[src/dac_cfg_regs.svh]
// register map constants for the channel power-down, temperature readout and
// serial format block; assumes an 8-bit APB byte address and 8-bit registers
`ifndef DAC_CFG_REGS_SVH
`define DAC_CFG_REGS_SVH

// ----------------------------------------------------------------------------
// register indices and byte addresses
// ----------------------------------------------------------------------------
`define IDX_PDN_LOW 8'h03
`define IDX_PDN_HIGH 8'h04
`define IDX_TEMP 8'h05
`define IDX_FORMAT 8'h06
`define BYTE_ADDR(idx) ((idx) << 2)

// ----------------------------------------------------------------------------
// reset values and write masks
// ----------------------------------------------------------------------------
`define RST_PDN_LOW 8'h00
`define RST_PDN_HIGH 8'h00
`define RST_TEMP 8'h00
`define RST_FORMAT 8'h01
`define WMASK_PDN_LOW 8'hff
`define WMASK_PDN_HIGH 8'h0f
`define WMASK_FORMAT 8'hff

// ----------------------------------------------------------------------------
// fields of the serial format control register
// ----------------------------------------------------------------------------
`define FLD_STEREO 7:6
`define FLD_LAYOUT 5:3
`define FLD_RATE 2:1
`define FLD_MUTE 0

// ----------------------------------------------------------------------------
// temperature code and data delays in bit clocks
// ----------------------------------------------------------------------------
`define TEMP_OFFSET 9'h03c
`define TEMP_CODE_MAX 8'hc8
`define DELAY_I2S 5'h01
`define DELAY_LEFT 5'h00
`define DELAY_RIGHT24 5'h08
`define DELAY_RIGHT16 5'h10
`define DELAY_TDM 5'h01

`endif

[src/dac_cfg_pkg.sv]
// types shared by the register block and its bench
// assumes dac_cfg_regs.svh supplies all numeric constants
package dac_cfg_pkg;

    // ------------------------------------------------------------------------
    // serial data lane layout, coded as stored in the register
    // ------------------------------------------------------------------------
    typedef enum logic [2:0] {
        LAYOUT_STEREO = 3'h0,
        LAYOUT_TDM2 = 3'h1,
        LAYOUT_TDM4 = 3'h2,
        LAYOUT_TDM8 = 3'h3,
        LAYOUT_SIXTEEN_SLOT = 3'h4
    } layout_t;

    typedef enum logic [1:0] {
        STEREO_I2S = 2'h0,
        STEREO_LEFT = 2'h1,
        STEREO_RIGHT24 = 2'h2,
        STEREO_RIGHT16 = 2'h3
    } stereo_fmt_t;

    // ------------------------------------------------------------------------
    // bus request and decoded audio setup
    // ------------------------------------------------------------------------
    typedef struct packed {
        logic psel;
        logic penable;
        logic pwrite;
        logic [7:0] paddr;
        logic [31:0] pwdata;
        logic [3:0] pstrb;
    } apb_req_t;

    typedef struct packed {
        layout_t layout;
        logic [4:0] data_delay;
        logic [1:0] rate_family;
        logic low_latency;
        logic global_mute;
    } audio_cfg_t;

endpackage

[src/dac_power_format_regs.sv]
// channel power-down, temperature readout and serial format registers
// assumes an APB4 master on sys_clk_i and a temperature sensor that presents
// a code and toggles temp_toggle_i once the code is stable
//
// Decided for this implementation: the APB register port.
`include "dac_cfg_regs.svh"

// How it works
// RULE1: low register bits power down channels 1-8
// RULE2: high register bits 0-3 power channels 9-12
// RULE3: both power-down registers reset to zero
// RULE4: read-only temperature code, code minus 60
// RULE5: code spans -60 to +140, one degree
// RULE6: temperature reads zero until first conversion
// RULE7: stereo format selects data delay
// RULE8: stereo format only used in stereo layout
// RULE9: layout field selects stereo or TDM lanes
// RULE10: rate field selects rate family
// RULE11: format register resets 0x01, global mute set
// RULE12: software avoids reserved layouts; treated stereo
// RULE13: high register bits 7-4 read zero
module dac_power_format_regs (
    input wire logic sys_clk_i,
    input wire logic resetn_i,
    input wire dac_cfg_pkg::apb_req_t apb_req_i,
    output logic pready_o,
    output logic pslverr_o,
    output logic [31:0] prdata_o,
    input wire logic [7:0] temp_code_i,
    input wire logic temp_toggle_i,
    output logic [11:0] channel_off_o,
    output dac_cfg_pkg::audio_cfg_t audio_cfg_o,
    output logic signed [8:0] temp_celsius_o
);
    import dac_cfg_pkg::*;

    // ------------------------------------------------------------------------
    // bus decode
    // ------------------------------------------------------------------------
    logic setup_phase;
    logic access_phase;
    logic write_taken;
    logic hit_low;
    logic hit_high;
    logic hit_temp;
    logic hit_format;
    logic mapped;
    logic [7:0] pdn_low;
    logic [7:0] pdn_high;
    logic [7:0] format_q;
    logic [7:0] temp_q;
    logic temp_seen;
    logic [31:0] next_prdata;

    assign setup_phase = apb_req_i.psel && !apb_req_i.penable;
    assign access_phase = apb_req_i.psel && apb_req_i.penable;
    assign hit_low = apb_req_i.paddr == `BYTE_ADDR(`IDX_PDN_LOW);
    assign hit_high = apb_req_i.paddr == `BYTE_ADDR(`IDX_PDN_HIGH);
    assign hit_temp = apb_req_i.paddr == `BYTE_ADDR(`IDX_TEMP);
    assign hit_format = apb_req_i.paddr == `BYTE_ADDR(`IDX_FORMAT);
    assign mapped = hit_low || hit_high || hit_temp || hit_format;
    // only byte lane 0 carries register data, so only its strobe counts
    assign write_taken = access_phase && pready_o && apb_req_i.pwrite && !pslverr_o
        && apb_req_i.pstrb[0];

    // ------------------------------------------------------------------------
    // bus answer: always one wait-free access phase after setup
    // ------------------------------------------------------------------------
    always_ff @(posedge sys_clk_i or negedge resetn_i) begin
        if (!resetn_i) begin
            pready_o <= 1'b0;
        end else begin
            pready_o <= setup_phase;
        end
    end

    always_ff @(posedge sys_clk_i or negedge resetn_i) begin
        if (!resetn_i) begin
            pslverr_o <= 1'b0;
        end else begin
            pslverr_o <= setup_phase && !mapped;
        end
    end

    always_comb begin
        next_prdata = 32'h0000_0000;
        if (hit_low) begin
            next_prdata[7:0] = pdn_low;
        end else if (hit_high) begin
            next_prdata[7:0] = pdn_high; // see RULE13
        end else if (hit_temp) begin
            next_prdata[7:0] = temp_q; // see RULE4
        end else if (hit_format) begin
            next_prdata[7:0] = format_q;
        end
    end

    // read data is latched in the setup cycle so it leaves a flop
    always_ff @(posedge sys_clk_i or negedge resetn_i) begin
        if (!resetn_i) begin
            prdata_o <= 32'h0000_0000;
        end else if (setup_phase && !apb_req_i.pwrite) begin
            prdata_o <= next_prdata;
        end else if (!apb_req_i.psel) begin
            prdata_o <= 32'h0000_0000;
        end
    end

    // ------------------------------------------------------------------------
    // software registers
    // ------------------------------------------------------------------------
    ctrl_reg8 #(
        .RESET_VALUE(`RST_PDN_LOW),
        .WRITE_MASK(`WMASK_PDN_LOW)
    ) u_pdn_low (
        .sys_clk_i(sys_clk_i),
        .resetn_i(resetn_i),
        .write_i(write_taken && hit_low), // see RULE1 see RULE3
        .wdata_i(apb_req_i.pwdata[7:0]),
        .value_o(pdn_low)
    );

    ctrl_reg8 #(
        .RESET_VALUE(`RST_PDN_HIGH),
        .WRITE_MASK(`WMASK_PDN_HIGH) // see RULE13
    ) u_pdn_high (
        .sys_clk_i(sys_clk_i),
        .resetn_i(resetn_i),
        .write_i(write_taken && hit_high), // see RULE2 see RULE3
        .wdata_i(apb_req_i.pwdata[7:0]),
        .value_o(pdn_high)
    );

    ctrl_reg8 #(
        .RESET_VALUE(`RST_FORMAT), // see RULE11
        .WRITE_MASK(`WMASK_FORMAT)
    ) u_format (
        .sys_clk_i(sys_clk_i),
        .resetn_i(resetn_i),
        .write_i(write_taken && hit_format),
        .wdata_i(apb_req_i.pwdata[7:0]),
        .value_o(format_q)
    );

    // ------------------------------------------------------------------------
    // temperature capture from the sensor
    // ------------------------------------------------------------------------
    logic toggle_sync;
    logic toggle_seen;
    logic new_code;

    sync2 u_toggle_sync (
        .sys_clk_i(sys_clk_i),
        .resetn_i(resetn_i),
        .async_i(temp_toggle_i),
        .sync_o(toggle_sync)
    );

    always_ff @(posedge sys_clk_i or negedge resetn_i) begin
        if (!resetn_i) begin
            toggle_seen <= 1'b0;
        end else begin
            toggle_seen <= toggle_sync;
        end
    end

    // the sync flops reset low, so a toggle pin left high across reset
    // release is taken as one new code: the sensor must idle it low
    assign new_code = toggle_sync != toggle_seen;

    logic [7:0] code_meta;
    logic [7:0] code_sync;

    // the code bus passes two flops as well; the sensor holds it stable from
    // before the toggle, so every bit has settled when the toggle is seen
    always_ff @(posedge sys_clk_i or negedge resetn_i) begin
        if (!resetn_i) begin
            code_meta <= `RST_TEMP;
            code_sync <= `RST_TEMP;
        end else begin
            code_meta <= temp_code_i;
            code_sync <= code_meta;
        end
    end

    always_ff @(posedge sys_clk_i or negedge resetn_i) begin
        if (!resetn_i) begin
            temp_q <= `RST_TEMP; // see RULE6
        end else if (new_code) begin
            if (code_sync > `TEMP_CODE_MAX) begin
                temp_q <= `TEMP_CODE_MAX; // see RULE5
            end else begin
                temp_q <= code_sync;
            end
        end
    end

    always_ff @(posedge sys_clk_i or negedge resetn_i) begin
        if (!resetn_i) begin
            temp_seen <= 1'b0;
        end else if (new_code) begin
            temp_seen <= 1'b1;
        end
    end

    always_ff @(posedge sys_clk_i or negedge resetn_i) begin
        if (!resetn_i) begin
            temp_celsius_o <= 9'sh000;
        end else begin
            temp_celsius_o <= $signed({1'b0, temp_q}) - $signed(`TEMP_OFFSET); // see RULE4
        end
    end

    // ------------------------------------------------------------------------
    // decode of the audio setup
    // ------------------------------------------------------------------------
    layout_t next_layout;
    logic [4:0] next_delay;

    always_comb begin
        unique case (format_q[`FLD_LAYOUT]) // see RULE9
            3'h1: next_layout = LAYOUT_TDM2;
            3'h2: next_layout = LAYOUT_TDM4;
            3'h3: next_layout = LAYOUT_TDM8;
            3'h4: next_layout = LAYOUT_SIXTEEN_SLOT;
            default: next_layout = LAYOUT_STEREO; // see RULE12
        endcase
    end

    always_comb begin
        next_delay = `DELAY_TDM; // see RULE8
        if (next_layout == LAYOUT_STEREO) begin
            unique case (stereo_fmt_t'(format_q[`FLD_STEREO])) // see RULE7
                STEREO_I2S: next_delay = `DELAY_I2S;
                STEREO_LEFT: next_delay = `DELAY_LEFT;
                STEREO_RIGHT24: next_delay = `DELAY_RIGHT24;
                STEREO_RIGHT16: next_delay = `DELAY_RIGHT16;
            endcase
        end
    end

    always_ff @(posedge sys_clk_i or negedge resetn_i) begin
        if (!resetn_i) begin
            audio_cfg_o.layout <= LAYOUT_STEREO;
            audio_cfg_o.data_delay <= `DELAY_I2S;
            audio_cfg_o.rate_family <= 2'h0;
            audio_cfg_o.low_latency <= 1'b0;
            audio_cfg_o.global_mute <= 1'b1;
        end else begin
            audio_cfg_o.layout <= next_layout;
            audio_cfg_o.data_delay <= next_delay;
            // the low-delay code shares the highest rate family
            audio_cfg_o.rate_family <= format_q[`FLD_RATE] == 2'h3 ? 2'h2
                : format_q[`FLD_RATE]; // see RULE10
            audio_cfg_o.low_latency <= format_q[`FLD_RATE] == 2'h3; // see RULE10
            audio_cfg_o.global_mute <= format_q[`FLD_MUTE]; // see RULE11
        end
    end

    always_ff @(posedge sys_clk_i or negedge resetn_i) begin
        if (!resetn_i) begin
            channel_off_o <= 12'h000;
        end else begin
            channel_off_o <= {pdn_high[3:0], pdn_low}; // see RULE1 see RULE2
        end
    end
endmodule

[src/sync2.sv]
// two flip-flop synchroniser for a single level
// assumes the input may change at any time relative to sys_clk_i
module sync2 (
    input wire logic sys_clk_i,
    input wire logic resetn_i,
    input wire logic async_i,
    output logic sync_o
);
    logic stage1;

    always_ff @(posedge sys_clk_i or negedge resetn_i) begin
        if (!resetn_i) begin
            stage1 <= 1'b0;
            sync_o <= 1'b0;
        end else begin
            stage1 <= async_i;
            sync_o <= stage1;
        end
    end
endmodule

[src/ctrl_reg8.sv]
// one 8-bit software register with a write mask; masked bits hold their
// reset value forever and read back as that value
module ctrl_reg8 #(
    parameter logic [7:0] RESET_VALUE = 8'h00,
    parameter logic [7:0] WRITE_MASK = 8'hff
) (
    input wire logic sys_clk_i,
    input wire logic resetn_i,
    input wire logic write_i,
    input wire logic [7:0] wdata_i,
    output logic [7:0] value_o
);
    always_ff @(posedge sys_clk_i or negedge resetn_i) begin
        if (!resetn_i) begin
            value_o <= RESET_VALUE;
        end else if (write_i) begin
            value_o <= (wdata_i & WRITE_MASK) | (RESET_VALUE & ~WRITE_MASK);
        end
    end
endmodule

[config.mk]
export PLATFORM = sky130hd
export DESIGN_NAME = dac_power_format_regs
export DESIGN_NICKNAME = d
export VERILOG_FILES = /design/src/dac_cfg_pkg.sv /design/src/dac_power_format_regs.sv /design/src/sync2.sv /design/src/ctrl_reg8.sv
export VERILOG_INCLUDE_DIRS = /design/src /design/src/src
export SDC_FILE = /design/constraint.sdc
export NUM_CORES = 1
export LEC_CHECK = 0
export BUFFER_PORTS_ARGS = -buffer_cell sky130_fd_sc_hd__buf_2
export CAP_MARGIN = 10
export CORE_MARGIN = 2
export CORE_UTILIZATION = 35
export DETAILED_ROUTE_END_ITERATION = 10
export HOLD_SLACK_MARGIN = 0.1
export RECOVER_POWER = 100
export SLEW_MARGIN = 15
export SYNTH_ARGS = -nofsm -noshare
export SYNTH_HDL_FRONTEND = slang
export SYNTH_SLANG_ARGS = --single-unit
[constraint.sdc]
create_clock -name sys_clk_i -period 1.4 [get_ports sys_clk_i]
set_input_delay 0.28 -clock sys_clk_i [delete_from_list [all_inputs] [get_ports sys_clk_i]]
set_output_delay 0.28 -clock sys_clk_i [all_outputs]
set_load 0.005 [all_outputs]
# Yosys cells after proc, flatten, opt, wreduce, memory -nomap -nowiden
# Cells that the tools add are included.
# word_totals
regBits	114
latchBits	0
ramBits	0
mem_bits_ro	0
out_inout_bits	67
wordCells	66
mem_count	0
# classes
n_addsub	1
mul	0
n_div	0
order_cmp	1
eq_ne	14
shift	0
mux	11
bitwise	0
reduce_logical	20
# ops
cell	n
$mux W32	2
$mux W8	5
$eq A8 B5 Y1 const B	3
$pmux W5 S4	1
$pmux W3 S4	1
$logic_and A1 B1 Y1	11
$sub A8 B6 Y9 const B	1
$eq A8 B4 Y1 const B	1
$gt A8 B8 Y1 const B	1
$eq A2 B2 Y1 const B	3
$eq A3 B2 Y1 const B	2
$mux W5	1
$logic_not A1 Y1	4
$eq A3 B1 Y1 const B	1
$eq A3 B3 Y1 const B	1
$logic_not A3 Y1	1
$logic_or A1 B1 Y1	3
$eq A2 B1 Y1 const B	1
$logic_not A2 Y1	1
$mux W2	1
$ne A2 B1 Y1 const B	1
$ne A1 B1 Y1	1

# Logic depth before layout (Yosys ltp)
# logic_depth
word_depth	6
mapped_depth	6

# By module
# From an unflattened synthesis, not the netlist that was laid out.
# hier_totals
cells_unflattened	252
area_unflattened_um2	3518.4
# modules_own_cells
mod	instances	cells_per_inst	area_per_inst_um2	seq_area_each_um2
dac_power_format_regs	1	203	2625.0	1654.1
ctrl_reg8 (u_format)	1	17	332.8	201.4
ctrl_reg8 (u_pdn_low)	1	17	331.6	200.2
ctrl_reg8 (u_pdn_high)	1	13	178.9	100.1
sync2	1	2	50.0	50.0

# Least setup slack after synthesis
# No wires, ideal clock.
# synth_timing
kind	register to register
start	register pslverr_o
end	register u_format.value_o[1]
setup_ns	0.125
arrival_time_ns	1.451
t_required_ns	1.275
path_slack_ns	-0.176
stages_incl_launch_ff	5
synth_period_minus_slack_ns	1.576
path_cell_list	dfrtp_1 and4b_1 nand3_1 nor3_4 mux2_2
# synth_via
elab_chain_len	4
# synth_rtl
item	line	text
from (decl)	dac_power_format_regs.sv:27	output logic pslverr_o,
from (signal assigned)	dac_power_format_regs.sv:81	pslverr_o <= setup_phase && !mapped;
$logic_not A1 Y1	dac_power_format_regs.sv:63	assign write_taken = access_phase && pready_o && apb_req_i.pwrite && !pslverr_o
$logic_and A1 B1 Y1	dac_power_format_regs.sv:63	
$logic_and A1 B1 Y1	dac_power_format_regs.sv:64	&& apb_req_i.pstrb[0];
$logic_and A1 B1 Y1	dac_power_format_regs.sv:140	.write_i(write_taken && hit_format),
to (signal assigned)	ctrl_reg8.sv:17	value_o <= (wdata_i & WRITE_MASK) | (RESET_VALUE & ~WRITE_MASK);
to (decl)	ctrl_reg8.sv:11	output logic [7:0] value_o
# No other way between the ends.
# A chain may end at the register's enable or synchronous reset.

# Worst setup path after layout
# layout_timing
start	register pslverr_o
end	register u_pdn_high.value_o[3]
# layout_via
elab_chain_len	4
# layout_rtl
item	line	text
$logic_not A1 Y1	dac_power_format_regs.sv:63	
$logic_and A1 B1 Y1	dac_power_format_regs.sv:63	
$logic_and A1 B1 Y1	dac_power_format_regs.sv:64	
$logic_and A1 B1 Y1	dac_power_format_regs.sv:129	.write_i(write_taken && hit_high),
to (signal assigned)	ctrl_reg8.sv:17	
to (decl)	ctrl_reg8.sv:11	
# No other way between the ends.

==> metrics.txt <==
data arrival time of the critical path=~1.8 ns; P&R area growth vs syn=29.07%; number of design rule violations left after detail routing=0; width of the chip=102.3 um; max-cap violation count=0; Placement Setup Slack=-0.2900 ns; global-route wire length before repair=approximately 11000 um; placed cell areas=around 4000 um^2; VDD IR max=0.0004425 V; Hold Crit Class=in2reg; Max FO, Critical Path=4; sink of the worst hold path=u_pdn_low.value_o[5]; worst r2r src=pslverr_o; Crit Reg-Reg Endpoint=u_pdn_high.value_o[3]; overall routed net length=6997 um; TritonCTS clock tree=built; Net count, final=415; RSZ-0062 raised after global routing=true; commonest non-fill, non-tap cell in the layout=sky130_fd_sc_hd__dfrtp_1; die footprint=10470 um^2; critical path class=reg2reg; fraction of the yosys area taken by sequential cells=approximately two thirds; cell area after technology mapping=approximately 3400 um^2; number of detailed-routing iterations run before antenna repair=4; maximum level of the CTS H-tree=3; highest attainable clock frequency=roughly 630 MHz; sort of element at the end of the critical path=flip-flop; leading register cell type out of synthesis=sky130_fd_sc_hd__dfrtp_1; starting utilization of the core area=36.27%; total power=5.067 mW; maximum number of pins on one net before global-route repair=35; Hold Crit Start=apb_req_i[9]; proportion of synthesized flip-flops having asynchronous set or reset=100.0%; # setup viols final=21; clk sink count=88; gr ovfl total=0; failing checks=setup timing; power density of the placed cells=~1200 nW/um^2; diodes inserted=0; Fin. Hold Viols=0; count of port buffers added during placement=71; post-synthesis instance total=244; result of the run=finished, violations left; highest-count cells in the layout ignoring fill and taps=85 x sky130_fd_sc_hd__dfrtp_1, 48 x sky130_fd_sc_hd__buf_2, 26 x sky130_fd_sc_hd__conb_1, 23 x sky130_fd_sc_hd__clkbuf_1, 16 x sky130_fd_sc_hd__mux2_4; Static Leakage=~2.1 nW; number of top-level design ports=roughly 130; clock transition at the registers of the reported paths=roughly 0.08 ns; cell area after layout=4367 um^2; Worst Hold Depth=2; Worst R2R Path Depth=4; Slew HR=62.57%; Final period util=113.0%; Seq cells post-synth=88; startpoint type of the worst setup path=flip-flop; final period demand of the worst path=about 1.6 ns; gpl congestion=0.8118; Vert. Die Dim=102.3 um; placed wire-length estimate after detailed placement=~5000 um; Max Buffers Root-to-Sink=2; required time of the critical path=1.65 ns; Mean Syn Cell Area=13.87 um^2; antenna violations before repair=0; number of synthesized flops with an enable pin=0; Routed Antenna Nets=0; setup slack after layout=-0.1814 ns; number of buffers added by the clock tree synthesis step=9; crit path launch=pslverr_o; violation count after the first detailed-routing iteration=70; library cell used as clock root buffer=sky130_fd_sc_hd__clkbuf_8; all-layer global routing usage=between 10 and 15%; via density per instance=4.545; Warnings, synthesis=0; placement row count=35; count of unique library cells instantiated by Yosys=39; post-detailed-route wirelength per cell=14.28 um; clock latency on the worst-skew pair=0.36 ns; number of global-route vias before repair=2196; worst hold margin=~0.16 ns; total number of vias=2227; Slew Viols, Final=0; worst clock skew=0.007844 ns; layout cell share with drive strength beyond 1=34.35%; slew of the pin with the lowest slew margin=0.5615 ns; Post-Route Setup TNS=-2.131 ns; flop2flop setup slack=-0.18 ns; core outline area=9328 um^2
-- metrics by stage --
step,util [%],std cells
global placement,43.31,462
global route,46.81,490
detailed placement,43.31,462
floorplan,-,269
CTS,47.43,489
finish,46.81,490
-- repair_timing --
action                                  4_1_cts  5_1_grt
hold buffers                                 10        0
resized for setup                            14        1
endpoints found under the hold margin        29        0
setup buffers                                 1        1
endpoints found under the setup margin       20       21
pin swaps                                     1        0
-- cell usage after synthesis (all sizes together) (5+ instances only) --
| cell | number | area [um^2] |
|---|---|---|
| dfrtp | 85 | 2127 |
| buf | 28 | 205.2 |
| mux2 | 22 | 247.7 |
| nor2b | 11 | 68.82 |
| a21oi | 10 | 50.05 |
| nand3 | 10 | 65.06 |
| nand2 | 9 | 33.78 |
| nor2 | 7 | 33.78 |
| nand4 | 5 | 31.28 |
-- cells by family (layout without fill, tap and decap cells) --
family	after synthesis	count (layout)	share of synthesized area, %
adders and majority gates	1	1	0.3698
buffers and inverters	35	127	6.842
and+or+nand+nor	55	55	10.84
AOI/OAI and AO/OA	35	35	7.508
xor gates and xnor gates	7	7	1.812
DFF	88	88	65.20
other	1	26	0.1108
muxes	22	22	7.323
-- worst max-delay path by stage --
stage                                  endpoint  cells after the start
after floorplan             u_format.value_o[1]                      4
after global placement     u_pdn_low.value_o[0]                      7
after detailed placement   u_pdn_low.value_o[0]                      7
after CTS                 u_pdn_high.value_o[3]                      4
after global routing      u_pdn_high.value_o[3]                      4
final                     u_pdn_high.value_o[3]                      4
-- where the power goes --
group | switching, mW | internal [mW]
sequential | 0.0771 | 2.66
combinational | 0.219 | 0.194
clock | 0.874 | 1.04
-- registers in the layout, summed over array words and instances, names as in the netlist --
signal and flops:
audio_cfg_o 10, prdata_o 8, toggle_seen 1, code_meta 8
temp_q 8, u_format.value_o 8, pready_o 1, u_toggle_sync.stage1 1
u_toggle_sync.sync_o 1, u_pdn_high.value_o 4, temp_celsius_o 9, pslverr_o 1
code_sync 8, channel_off_o 12, u_pdn_low.value_o 8
-- critical path, stage by stage, from the launching register on --
cell and delay, ns:
sky130_fd_sc_hd__dfrtp_1 0.38, sky130_fd_sc_hd__and4b_1 0.29, sky130_fd_sc_hd__nand3_4 0.11, sky130_fd_sc_hd__or3_4 0.39
sky130_fd_sc_hd__mux2_2 0.29
-- routing by layer --
| metal | GRT usage (%) | share of wire, % |
|---|---|---|
| met4 | 6.974 | 1.7 |
| met3 | 4.446 | 7.2 |
| met5 | 0 | 0 |
| met1 | 18.03 | 45 |
| met2 | 21.56 | 46 |
-- area by class of cell --
class                           count  area, um^2
Clock buffer                       10       137.6
Tap cell                          129       161.4
Multi-Input combinational cell    146        1109
Clock inverter                      6       82.58
Inverter                            3       11.26
Timing Repair Buffer              108       659.4
Fill cell                         856        4961
Sequential cell                    88        2206
Power figures use the tool's default switching activity.
